$ cat src/common/gls_consts.svh
// guard lock supervisor constants: offsets, fields, timing
// assumes a 20 MHz sys_clk and an axi4-lite register bus of 32 bits
// Function
// - with gate: status high only closed and locked
// - unlock request drops status immediately, starts unlock
// - wait release delay before energising the magnet
// - door open while locked is error, status low
// - feedback must follow drive within timeout
// - gate input used only when not gateless
// - gateless: request low drops drive same step
// - gateless: status high when feedback shows locked
// - with gate: drop drive only after gate closed
// - with gate: status high when locked and closed
// - spring hold: de-energised magnet means locked
// - magnet feedback reports energised state
// - high request unlocks, low request locks
// - fault flag high while error present if enabled (code holds it after the error until a fault clear write)
`ifndef GLS_CONSTS_SVH
`define GLS_CONSTS_SVH

`define GLS_CLK_HZ 20000000
`define GLS_UNLOCK_MS 500
`define GLS_FBK_MS 100
`define GLS_UNLOCK_CYC ((`GLS_UNLOCK_MS * (`GLS_CLK_HZ / 1000)))
`define GLS_FBK_CYC ((`GLS_FBK_MS * (`GLS_CLK_HZ / 1000)))

`define GLS_OFS_CTRL 12'h000
`define GLS_OFS_STAT 12'h004
`define GLS_OFS_IRQ_STAT 12'h008
`define GLS_OFS_IRQ_CLR 12'h00c
`define GLS_OFS_IRQ_EN 12'h010

`define GLS_CTRL_GATELESS 0
`define GLS_CTRL_SPRING 1
`define GLS_CTRL_ERR_EN 2
`define GLS_CTRL_FLT_CLR 3
`define GLS_CTRL_RST 32'h0000_0006

`define GLS_EV_UNLOCKED 0
`define GLS_EV_LOCKED 1
`define GLS_EV_FAULT 2
`define GLS_EV_W 3

`define GLS_RESP_OK 2'b00
`define GLS_RESP_ERR 2'b10

`endif

$ cat src/common/gls_pkg.sv
// guard lock supervisor types shared by the top, the checker and the bench
// assumes gls_consts.svh is compiled alongside
package gls_pkg;
    typedef enum logic [2:0] {
        GLS_LOCKED,
        GLS_DELAY,
        GLS_UNLOCKED,
        GLS_WAIT_GATE,
        GLS_RELOCK
    } gls_state_e;

    // field inputs from the safety input elements
    typedef struct packed {
        logic release_req;
        logic gate_closed;
        logic magnet_energised;
    } gls_field_in_s;

    // configuration steering the supervisor
    typedef struct packed {
        logic gateless;
        logic spring_hold;
        logic err_en;
    } gls_cfg_s;
endpackage

$ cat src/hdl/gls_timer.sv
// down counter with load and one-cycle expiry pulse
// assumes one clock domain and a synchronous reset copy
`timescale 1ns/1ps
module gls_timer #(
    parameter int W = 24
) (
    // clock and reset
    input wire logic clk,
    input wire logic rst_n,
    // control
    input wire logic load,
    input wire logic [W-1:0] load_val,
    input wire logic run,
    // status
    output logic expired
);
    logic [W-1:0] cnt_reg;

    // count while run, fire once when reaching zero
    always_ff @(posedge clk or negedge rst_n) begin
        if (!rst_n) begin
            cnt_reg <= '0;
            expired <= 1'b0;
        end else if (load) begin
            cnt_reg <= load_val;
            expired <= 1'b0;
        end else if (run && cnt_reg != '0) begin
            cnt_reg <= cnt_reg - 1'b1;
            expired <= (cnt_reg == {{(W-1){1'b0}}, 1'b1});
        end else begin
            expired <= 1'b0;
        end
    end
endmodule

$ cat src/hdl/gls_top.sv
// guard lock supervisor: drives the lock magnet and locked status
// assumes field inputs synchronous to sys_clk, axi4-lite master
`timescale 1ns/1ps
`include "gls_consts.svh"
module gls_top #(
    parameter int UNLOCK_CYC = `GLS_UNLOCK_CYC,
    parameter int FBK_CYC = `GLS_FBK_CYC,
    parameter int TW = 24
) (
    // clock and reset
    input wire logic sys_clk,
    input wire logic rst_n,
    // field side
    input wire gls_pkg::gls_field_in_s field_in,
    output logic lock_drive,
    output logic closed_locked_status,
    output logic fault_flag,
    output logic irq,
    // axi4-lite write address
    input wire logic [11:0] s_awaddr,
    input wire logic s_awvalid,
    output logic s_awready,
    // axi4-lite write data
    input wire logic [31:0] s_wdata,
    input wire logic [3:0] s_wstrb,
    input wire logic s_wvalid,
    output logic s_wready,
    // axi4-lite write response
    output logic [1:0] s_bresp,
    output logic s_bvalid,
    input wire logic s_bready,
    // axi4-lite read address
    input wire logic [11:0] s_araddr,
    input wire logic s_arvalid,
    output logic s_arready,
    // axi4-lite read data
    output logic [31:0] s_rdata,
    output logic [1:0] s_rresp,
    output logic s_rvalid,
    input wire logic s_rready
);
    import gls_pkg::*;

    logic rst_s1_reg, rst_n_reg;
    gls_state_e state_reg;
    logic [31:0] ctrl_reg;
    gls_cfg_s cfg;
    logic fault_reg;
    logic [`GLS_EV_W-1:0] ev_stat_reg, ev_en_reg, ev_set;
    logic [11:0] aw_reg;
    logic aw_have_reg, w_have_reg;
    logic [31:0] w_reg;
    logic w_lane0_reg;
    logic fbk_load, fbk_expired, dly_load, dly_expired;
    logic drive_next, drive_prev_reg, want_energised;
    logic magnet_locked, req, gate_ok, wr_fire, clr_pulse;

    // release reset through two flops so the exit is glitch free
    always_ff @(posedge sys_clk or negedge rst_n) begin
        if (!rst_n) begin
            rst_s1_reg <= 1'b0;
            rst_n_reg <= 1'b0;
        end else begin
            rst_s1_reg <= 1'b1;
            rst_n_reg <= rst_s1_reg;
        end
    end

    assign cfg.gateless = ctrl_reg[`GLS_CTRL_GATELESS];
    assign cfg.spring_hold = ctrl_reg[`GLS_CTRL_SPRING];
    assign cfg.err_en = ctrl_reg[`GLS_CTRL_ERR_EN];

    // feedback is the energised state; locked polarity follows option
    assign magnet_locked = cfg.spring_hold ?
        !field_in.magnet_energised : field_in.magnet_energised;
    assign req = field_in.release_req;
    // gate only matters in with-gate mode
    assign gate_ok = cfg.gateless | field_in.gate_closed;

    // main sequence
    always_ff @(posedge sys_clk or negedge rst_n_reg) begin
        if (!rst_n_reg) begin
            state_reg <= GLS_LOCKED;
        end else begin
            unique case (state_reg)
                GLS_LOCKED: begin
                    if (req) begin
                        state_reg <= GLS_DELAY;
                    end
                end
                GLS_DELAY: begin
                    if (!req) begin
                        state_reg <= GLS_LOCKED;
                    end else if (dly_expired) begin
                        state_reg <= GLS_UNLOCKED;
                    end
                end
                GLS_UNLOCKED: begin
                    if (!req) begin
                        // relock at once when gateless or gate closed, else wait the gate
                        state_reg <= gate_ok ? GLS_RELOCK
                            : GLS_WAIT_GATE;
                    end
                end
                GLS_WAIT_GATE: begin
                    if (req) begin
                        state_reg <= GLS_UNLOCKED;
                    end else if (gate_ok) begin
                        state_reg <= GLS_RELOCK;
                    end
                end
                GLS_RELOCK: begin
                    if (req) begin
                        state_reg <= GLS_DELAY;
                    end else if (magnet_locked) begin
                        state_reg <= GLS_LOCKED;
                    end
                end
            endcase
        end
    end

    // drive energises to unlock under spring hold, to lock otherwise
    always_comb begin
        want_energised = (state_reg == GLS_UNLOCKED) ||
            (state_reg == GLS_WAIT_GATE) ||
            (state_reg == GLS_DELAY && dly_expired && req);
        drive_next = cfg.spring_hold ? want_energised : !want_energised;
        if (state_reg == GLS_UNLOCKED && !req && gate_ok) begin
            drive_next = !cfg.spring_hold;
        end
    end

    // drive output register, compared with previous for timer restart
    always_ff @(posedge sys_clk or negedge rst_n_reg) begin
        if (!rst_n_reg) begin
            lock_drive <= 1'b0;
            drive_prev_reg <= 1'b0;
        end else begin
            lock_drive <= drive_next;
            drive_prev_reg <= lock_drive;
        end
    end

    assign dly_load = (state_reg == GLS_LOCKED && req) ||
        (state_reg == GLS_RELOCK && req);
    // restart on every drive edge; stop once magnet follows
    assign fbk_load = lock_drive != drive_prev_reg;

    gls_timer #(.W(TW)) u_dly (
        .clk(sys_clk),
        .rst_n(rst_n_reg),
        .load(dly_load),
        .load_val(TW'(UNLOCK_CYC)),
        .run(state_reg == GLS_DELAY),
        .expired(dly_expired)
    );

    gls_timer #(.W(TW)) u_fbk (
        .clk(sys_clk),
        .rst_n(rst_n_reg),
        .load(fbk_load),
        .load_val(TW'(FBK_CYC)),
        .run(field_in.magnet_energised != lock_drive),
        .expired(fbk_expired)
    );

    // sticky fault; a new fault wins over software clear
    always_ff @(posedge sys_clk or negedge rst_n_reg) begin
        if (!rst_n_reg) begin
            fault_reg <= 1'b0;
        end else if (fbk_expired) begin
            fault_reg <= 1'b1;
        end else if (!cfg.gateless && state_reg == GLS_LOCKED &&
                     magnet_locked && !field_in.gate_closed) begin
            fault_reg <= 1'b1;
        end else if (clr_pulse) begin
            fault_reg <= 1'b0;
        end
    end

    // status and fault outputs straight from flops
    always_ff @(posedge sys_clk or negedge rst_n_reg) begin
        if (!rst_n_reg) begin
            closed_locked_status <= 1'b0;
            fault_flag <= 1'b0;
        end else begin
            closed_locked_status <= !req && !fault_reg &&
                magnet_locked && gate_ok &&
                (state_reg == GLS_LOCKED || state_reg == GLS_RELOCK);
            fault_flag <= cfg.err_en && fault_reg;
        end
    end

    assign ev_set[`GLS_EV_UNLOCKED] = fbk_load && state_reg == GLS_UNLOCKED;
    assign ev_set[`GLS_EV_LOCKED] = state_reg == GLS_RELOCK &&
        magnet_locked && !req;
    assign ev_set[`GLS_EV_FAULT] = fbk_expired;

    // write path: take address and data in either order
    assign wr_fire = aw_have_reg && w_have_reg && !s_bvalid;
    assign clr_pulse = wr_fire && aw_reg == `GLS_OFS_CTRL && w_lane0_reg &&
        w_reg[`GLS_CTRL_FLT_CLR];
    always_ff @(posedge sys_clk or negedge rst_n_reg) begin
        if (!rst_n_reg) begin
            aw_have_reg <= 1'b0;
            w_have_reg <= 1'b0;
            aw_reg <= '0;
            w_reg <= '0;
            w_lane0_reg <= 1'b0;
            s_awready <= 1'b0;
            s_wready <= 1'b0;
            s_bvalid <= 1'b0;
            s_bresp <= `GLS_RESP_OK;
        end else begin
            s_awready <= !aw_have_reg && !s_awready && !s_bvalid;
            s_wready <= !w_have_reg && !s_wready && !s_bvalid;
            if (s_awvalid && s_awready) begin
                aw_have_reg <= 1'b1;
                aw_reg <= s_awaddr;
            end
            if (s_wvalid && s_wready) begin
                w_have_reg <= 1'b1;
                w_reg <= s_wdata;
                // strobe is only valid beside wvalid, so keep it with data
                w_lane0_reg <= s_wstrb[0];
            end
            if (wr_fire) begin
                aw_have_reg <= 1'b0;
                w_have_reg <= 1'b0;
                s_bvalid <= 1'b1;
                s_bresp <= (aw_reg == `GLS_OFS_CTRL ||
                    aw_reg == `GLS_OFS_IRQ_CLR ||
                    aw_reg == `GLS_OFS_IRQ_EN) ? `GLS_RESP_OK
                    : `GLS_RESP_ERR;
            end else if (s_bvalid && s_bready) begin
                s_bvalid <= 1'b0;
            end
        end
    end

    // writable registers; config changes take effect next cycle
    always_ff @(posedge sys_clk or negedge rst_n_reg) begin
        if (!rst_n_reg) begin
            ctrl_reg <= `GLS_CTRL_RST;
            ev_en_reg <= '0;
        end else if (wr_fire && w_lane0_reg) begin
            if (aw_reg == `GLS_OFS_CTRL) begin
                ctrl_reg <= {29'h0, w_reg[2:0]};
            end
            if (aw_reg == `GLS_OFS_IRQ_EN) begin
                ev_en_reg <= w_reg[`GLS_EV_W-1:0];
            end
        end
    end

    // sticky events; set beats clear in the same cycle
    always_ff @(posedge sys_clk or negedge rst_n_reg) begin
        if (!rst_n_reg) begin
            ev_stat_reg <= '0;
            irq <= 1'b0;
        end else begin
            if (wr_fire && w_lane0_reg && aw_reg == `GLS_OFS_IRQ_CLR) begin
                ev_stat_reg <= (ev_stat_reg & ~w_reg[`GLS_EV_W-1:0])
                    | ev_set;
            end else begin
                ev_stat_reg <= ev_stat_reg | ev_set;
            end
            irq <= |(ev_stat_reg & ev_en_reg);
        end
    end

    // read path: one read at a time, answer two cycles after address
    always_ff @(posedge sys_clk or negedge rst_n_reg) begin
        if (!rst_n_reg) begin
            s_arready <= 1'b0;
            s_rvalid <= 1'b0;
            s_rdata <= '0;
            s_rresp <= `GLS_RESP_OK;
        end else begin
            s_arready <= !s_arready && !s_rvalid && s_arvalid;
            if (s_arvalid && s_arready) begin
                s_rvalid <= 1'b1;
                s_rresp <= `GLS_RESP_OK;
                unique case (s_araddr)
                    `GLS_OFS_CTRL: s_rdata <= ctrl_reg;
                    `GLS_OFS_STAT: s_rdata <= {24'h0, fault_reg,
                        lock_drive, closed_locked_status,
                        field_in.magnet_energised, field_in.gate_closed,
                        state_reg};
                    `GLS_OFS_IRQ_STAT: s_rdata <= {29'h0, ev_stat_reg};
                    `GLS_OFS_IRQ_EN: s_rdata <= {29'h0, ev_en_reg};
                    default: begin
                        s_rdata <= '0;
                        s_rresp <= `GLS_RESP_ERR;
                    end
                endcase
            end else if (s_rvalid && s_rready) begin
                s_rvalid <= 1'b0;
            end
        end
    end
endmodule

$ cat config.mk
export PLATFORM = sky130hd
export DESIGN_NAME = gls_top
export DESIGN_NICKNAME = d
export VERILOG_FILES = /design/src/common/gls_pkg.sv /design/src/hdl/gls_timer.sv /design/src/hdl/gls_top.sv
export VERILOG_INCLUDE_DIRS = /design/src /design/src/common
export SDC_FILE = /design/constraint.sdc
export NUM_CORES = 1
export LEC_CHECK = 0
export BUFFER_PORTS_ARGS = -buffer_cell sky130_fd_sc_hd__buf_4
export CAP_MARGIN = 0
export CORE_UTILIZATION = 50
export CTS_CLUSTER_SIZE = 8
export DETAILED_ROUTE_END_ITERATION = 10
export GPL_ROUTABILITY_DRIVEN = 0
export HOLD_SLACK_MARGIN = 0.02
export PLACE_DENSITY_LB_ADDON = 0.2
export SLEW_MARGIN = 5
export SYNTH_ARGS = -nofsm -noshare
export SYNTH_HDL_FRONTEND = slang
export SYNTH_HIERARCHICAL = 1
export SYNTH_SLANG_ARGS = --single-unit
$ cat constraint.sdc
create_clock -name sys_clk -period 5.3 [get_ports sys_clk]
set_clock_uncertainty 0.15 [all_clocks]
set_input_delay 0.795 -clock sys_clk [delete_from_list [all_inputs] [get_ports sys_clk]]
set_output_delay 0.795 -clock sys_clk [all_outputs]
set_load 0.01 [all_outputs]
==> results of run 1 <==
==> worst min path at each step <==
stage / depth (start not counted) / start / slack (ns) / to
finish: 0 / rst_n_reg$_DFF_PN0_ / 0.21 / u_dly/cnt_reg[16]$_DFFE_PN0P_
CTS: 0 / rst_s1_reg$_DFF_PN0_ / 0.22 / rst_n_reg$_DFF_PN0_
detailed placement: 0 / rst_s1_reg$_DFF_PN0_ / 0.19 / rst_n_reg$_DFF_PN0_
global placement: 0 / rst_s1_reg$_DFF_PN0_ / 0.19 / rst_n_reg$_DFF_PN0_
global route: 0 / rst_s1_reg$_DFF_PN0_ / 0.24 / rst_n_reg$_DFF_PN0_
floorplan: 0 / rst_s1_reg$_DFF_PN0_ / 0.18 / rst_n_reg$_DFF_PN0_
==> metrics by stage <==
step / util, % / hold slack (ns)
finish: 59.0 / 0.206
global route: 59.0 / 0.235
CTS: 59.0 / 0.223
detailed placement: 56.9 / 0.186
global placement: 56.9 / 0.194
floorplan: - / 0.181
==> cell usage in the layout (no fill, tap or decap), types with 4 or more instances in the layout <==
cell type  netlist  final
dfrtp_1        102    101
conb_1           2     75
buf_4           26     60
o21ai_1         44     44
nand2_1         42     42
mux2_2          33     33
xor2_1          27     26
nor3_1          22     22
nor2_1          21     21
xnor2_1         15     15
inv_1           13     13
nor4_1          12     12
or4_1           12     12
nand3_1         10     10
a22o_1          10     10
o211ai_1        10     10
nand4_1         10     10
o21ai_0          9      9
clkbuf_8         0      9
o211ai_2         6      6
ha_1             6      6
a21oi_1          5      5
nor3b_1          4      4
or4_4            4      4
o31a_1           4      4
==> critical path, cell delays in order (launching register included) <==
cell	delay [ns]
dfrtp_1	0.51
nor3b_1	0.39
or3b_2	0.55
nor2_1	0.48
o21ai_1	0.24
or4_1	0.44
a31oi_1	0.16
==> what timing repair did <==
action / 4_1_cts / 5_1_grt
gates resized for setup: 0 / 0
hold buffers: 1 / 0
endpoints found under the hold margin: 2 / 0
==> report_power, final <==
| part | internal, mW | switching, mW |
|---|---|---|
| sequential | 1.00 | 0.198 |
| clock | 0.229 | 0.295 |
| combinational | 0.285 | 0.274 |
==> routing by layer <==
metal  share of wire [%]  global-route usage, %  vias to the layer above
met2                  50                   34.4                       67
met4                0.76                   5.68                        0
met1                  45                   25.6                     1931
li1                    -                      -                     2013
met3                 3.7                   5.71                        6
met5                   0                      0                        -
==> kinds of logic (layout without fill, tap and decap cells) <==
group / count (synthesis) / count (layout) / share of synthesized area (%)
AND/OR/NAND/NOR: 163 / 163 / 17.1
AO/OA/AOI/OAI: 112 / 112 / 13.7
flip-flops: 104 / 104 / 47.1
buffers and inverters: 62 / 90 / 6.29
XOR/XNOR: 42 / 42 / 6.65
multiplexers: 38 / 38 / 7.67
adder cells (fa/ha/maj): 6 / 6 / 1.36
other: 2 / 75 / 0.136
==> area by class of cell <==
cell class / count / area (µm²)
fill: 947 / 4430
multi-input combinational: 436 / 2860
sequential: 104 / 2610
timing repair buffer: 61 / 460
tap: 140 / 175
clock buffer: 9 / 124
clock inverter: 7 / 86.3
inverter: 13 / 48.8
==> flow_summary.yaml, run 1 <==
finish:
  syn2layout_area_growth_pct: 15.0
  drive_above_1_share_pct: 21.3
  final_cells: 770
  final_nets: 701
  design_area_um2: 6360
  antenna_cells: 0
cts:
  h-tree-depth: 3
  cts_setup_buffers: 0
  clock_path_buffers: 2
  clk_latency_ns: 0.39
  numCtsBuffers: 9
  cts_tree: "yes"
  cts_num_sinks: 104
  cts_root_buffer: "clkbuf_8"
  path_clk_slew_ns: 0.10
setup_path:
  reg2reg_to: "u_dly/cnt_reg[21]$_DFFE_PN0P_"
  startpoint: "state_reg[2]$_DFFE_PN0P_"
  worstPathRequired_ns: 5.46
  reg2reg_depth: 6
  path_class: "register to register"
  r2r_slack_ns: 2.31
  cp-end-kind: "register"
  arrival_ns: 3.15
  worstPathMaxFanout: 10
  endpoint: "u_dly/cnt_reg[21]$_DFFE_PN0P_"
  startpoint_type: "register"
  timing.rr.start: "state_reg[2]$_DFFE_PN0P_"
synth:
  ys.flop_type: "dfrtp_1"
  synthTopCellsByArea: "dfrtp_1, mux2_2, xor2_1"
  synthTopCellsByCount: "dfrtp_1, o21ai_1, nand2_1"
  synth_most_common_cell: "dfrtp_1"
  syn_inst: 529
  ys_ff_latch: 104
  synth.distinct_cells: 55
  syn_area_um2: 5530
  synth_area_per_cell_um2: 10.5
  yosysTopAreaCell: "dfrtp_1"
  synth_seq_area_share_pct: 47.1
  synth_edf_count: 0
  netlist.area_leader.share_pct: 46.1
  async_reset_ff_share_pct: 100
  yosysWarnings: 6
die:
  start_util_pct: 51.3
  num_rows: 38
  dieArea_um2: 11500
  die_h_um: 107
  die_w_um: 107
  coreArea_um2: 10800
  ioPinCount: 115
grt:
  antenna_found_initial: 0
  grt_max_degree: 57
  grt.overflow.total: 0
  grt_pass1_vias: 4003
  gr-usage-all-layers_pct: 20.4
  grt_pass1_wl_um: 18300
sta:
  rsz0062_at_grt: "no"
  finalHoldViolCount: 0
  setup_tns_ns: 0
  setup_slack_ns: 2.31
  finalSetupViolations: 0
  min_period_ns: 2.99
  tightest_slew_ns: 0.683
  slew_viol_final: 0
  slew_headroom_pct: 54.5
  clock.fmax_mhz: 335
  fin_crit_sh_pct: 56.4
routing:
  drt_pass1_iterations: 4
  drc: 0
  post_drt_wl_per_cell_um: 13.6
  postRouteAntennaNets: 0
  drt-initial-drc-count: 210
  via_per_inst: 5.22
  vias: 4017
  wl_um: 10500
pwr:
  vdd_ir_drop_max_uv: 275
  design_power_total_mw: 2.28
  p_leak_nw: 2.77
  powerDensity_nw_per_um2: 359
job:
  max-cap-violations: 0
status:
  outcome: "finished, final reports clean"
place:
  dp_cells: 753
  place_area_um2: 6140
  dp_slack_ns: 2.06
  io_buffers: 57
  dp_hpwl_um: 7340
min_path:
  min_path_type: "register to async pin"
Note: power is estimated with default switching activity, not from simulation.
==> inputs of run 2 (changes only) <==
- ABC_AREA: not set -> 1
- clock period: 5.3 -> 2.7 ns (I/O delays scaled with it)
==> run 2 against run 1 <==
Via count increased by 40%. Sequential cell count unchanged. Setup slack got worse by 1.8 ns. Critical path type unchanged. Critical endpoint is now u_dly/cnt_reg[4]$_DFFE_PN0P_. Largest power group is now combinational cells. Highest routed layer unchanged.
==> flow_summary.yaml, run 2 <==
pwr:
  swShare_pct: 46.9
  powerDensity_nw_per_um2: 1050
  p_leak_nw: 3.71
  clockPowerShare_pct: 16.6
  pwr-share-comb_pct: 47.9
  vdd_ir_drop_max_uv: 519
  power.internal_mw: 4.15
  p_switching_mw: 3.67
  seq_power_share_pct: 35.4
finish:
  antenna_cells: 0
  drive_above_1_share_pct: 14.9
  final_common_cell: "nand2_1"
  final_nets: 1074
  final_cells: 1175
  n_fill_cell: 1239
  syn2layout_area_growth_pct: 14.7
  final_cell_mix: "nand2_1, nand3_1, dfrtp_1"
cts:
  clk_latency_ns: 0.35
  cts_num_sinks: 104
  cts_resized: 0
  clock_path_buffers: 2
  ctsHoldBuffers: 1
  numCtsBuffers: 9
  cts_root_buffer: "clkbuf_16"
  cts_setup_buffers: 0
  path_clk_slew_ns: 0.08
  cts_tree: "yes"
  h-tree-depth: 3
setup_path:
  r2r_slack_ns: 0.56
  worstPathRequired_ns: 2.79
  startpoint: "state_reg[0]$_DFFE_PN0P_"
  crit_slowest_cell: "dfrtp_1"
  crit_buf_inv: 3
  max_stage_delay_ns: 0.47
  worst_path_most_repeated_cell: "nor2_1"
  worstPathMaxFanout: 15
  arrival_ns: 2.23
  path_cells: "nor2_1 > inv_2 > nor2_2 > clkinv_1 > buf_4 > nor2_1 > a21oi_1 > nand2_2 > o21ai_2"
  path_class: "register to register"
  cp_top_family: "buffers and inverters"
  cp-end-kind: "register"
  timing.rr.start: "state_reg[0]$_DFFE_PN0P_"
  startpoint_type: "register"
routing:
  drt_pass1_iterations: 6
  drt-initial-drc-count: 337
  vias: 5622
  postRouteAntennaNets: 0
  drc: 0
  via_per_inst: 4.78
  wl_um: 13600
  post_drt_wl_per_cell_um: 11.6
synth:
  synth_edf_count: 0
  synth.distinct_cells: 35
  async_reset_ff_share_pct: 100
  ys_ff_latch: 104
  synthTopCellsByArea: "dfrtp_1, nand2_1, nand3_1"
  syn_inst: 898
  synth_area_per_cell_um2: 7.23
  syn_area_um2: 6500
  ys.flop_type: "dfrtp_1"
  yosysTopAreaCell: "dfrtp_1"
  synth_most_common_cell: "nand2_1"
  yosysWarnings: 6
  synth_seq_area_share_pct: 40.1
  netlist.area_leader.share_pct: 39.3
  synthTopCellsByCount: "nand2_1, nand3_1, dfrtp_1"
status:
  outcome: "finished, final reports clean"
grt:
  grt_max_degree: 68
  grt_pass1_vias: 5364
  grt_pass1_wl_um: 24300
  antenna_found_initial: 0
  gr-usage-all-layers_pct: 22.6
  grt.overflow.total: 0
die:
  ioPinCount: 115
  dieArea_um2: 13500
  start_util_pct: 51.5
  die_w_um: 116
  coreArea_um2: 12600
  die_h_um: 116
  num_rows: 41
place:
  io_buffers: 57
  dp_cells: 1158
  dp_hpwl_um: 9810
min_path:
  min_path_type: "input port to register"
  hold_start: "s_bready"
sta:
  setup_tns_ns: 0
  min_period_ns: 2.14
  finalSetupViolations: 0
  fin_crit_sh_pct: 79.2
  finalHoldViolCount: 0
  rsz0062_at_grt: "no"
  slew_viol_final: 0
  clock.fmax_mhz: 467
job:
  max-cap-violations: 0
run 2: cell types whose count changed after synthesis, moves of 15 or more:
cell     before  now
nand2_1      42  294
nor2_1       21   97
o21ai_0       9   34
o21ai_1      44    4
nand3_1      10  118
inv_1        13   59
mux2_2       33    0
nor2_2        0   17
nor3_1       22    7
xor2_1       27   10
run 2: layer usage:
| layer | GRT usage [%] | vias to the layer above | part of all wire, % |
|---|---|---|---|
| li1 | - | 2965 | - |
| met1 | 29.8 | 2576 | 49 |
| met2 | 38.2 | 72 | 47 |
| met3 | 4.24 | 9 | 2.8 |
| met4 | 6.32 | 0 | 1.1 |
| met5 | 0 | - | 0 |
run 2: worst paths after layout:
kind                       cells after the start                            to
max                                            9  u_dly/cnt_reg[4]$_DFFE_PN0P_
min                                            2          s_bvalid$_DFFE_PN0P_
max reg2reg                                    9  u_dly/cnt_reg[4]$_DFFE_PN0P_
min reg2reg                                    0  u_dly/cnt_reg[2]$_DFFE_PN0P_
max in group asynchronous                      1       ctrl_reg[1]$_DFFE_PN1P_
min in group asynchronous                      0  u_dly/cnt_reg[2]$_DFFE_PN0P_
run 2: layout make-up:
cell class	count	area, µm²	share of cell area, %
multi-input cells	753	3590	48.2
flip-flops and latches	104	2610	35.0
repair buffers	63	488	6.55
inverters	67	251	3.38
clock buffers	10	239	3.21
well taps	172	215	2.89
clock inverters	6	58.8	0.789
run 2: kinds of logic after synthesis:
| group | after synthesis | synth area share (%) |
|---|---|---|
| and+or+nand+nor | 588 | 40.9 |
| xor gates and xnor gates | 26 | 3.51 |
| other | 2 | 0.116 |
| DFF | 104 | 40.1 |
| AOI/OAI and AO/OA | 58 | 5.26 |
| adders and majority gates | 6 | 1.16 |
| buffers and inverters | 114 | 9.01 |
run 2: metrics by stage:
step                      instance area [µm²]  hold WS, ns  power [mW]  setup WS, ns  util (%)
after global routing                     7450       0.0676        8.59         0.398      59.0
after global placement                   7140       0.0386        6.45         0.580      56.6
after floorplan                          6770      -0.0406        5.80         0.808         -
after detailed placement                 7140       0.0396        6.54         0.569      56.6
final                                    7450       0.0745        7.81         0.560      59.0
after CTS                                7450       0.0689        7.87         0.565      59.0
run 2: power groups by stage:
| stage | sequential (mW) | clock, mW | combinational, mW |
|---|---|---|---|
| detailed placement | 2.78 | 0 | 3.76 |
| floorplan | 2.65 | 0 | 3.15 |
| finish | 2.77 | 1.30 | 3.74 |
| global route | 2.86 | 1.38 | 4.36 |
| CTS | 2.77 | 1.34 | 3.77 |
| global placement | 2.78 | 0 | 3.68 |
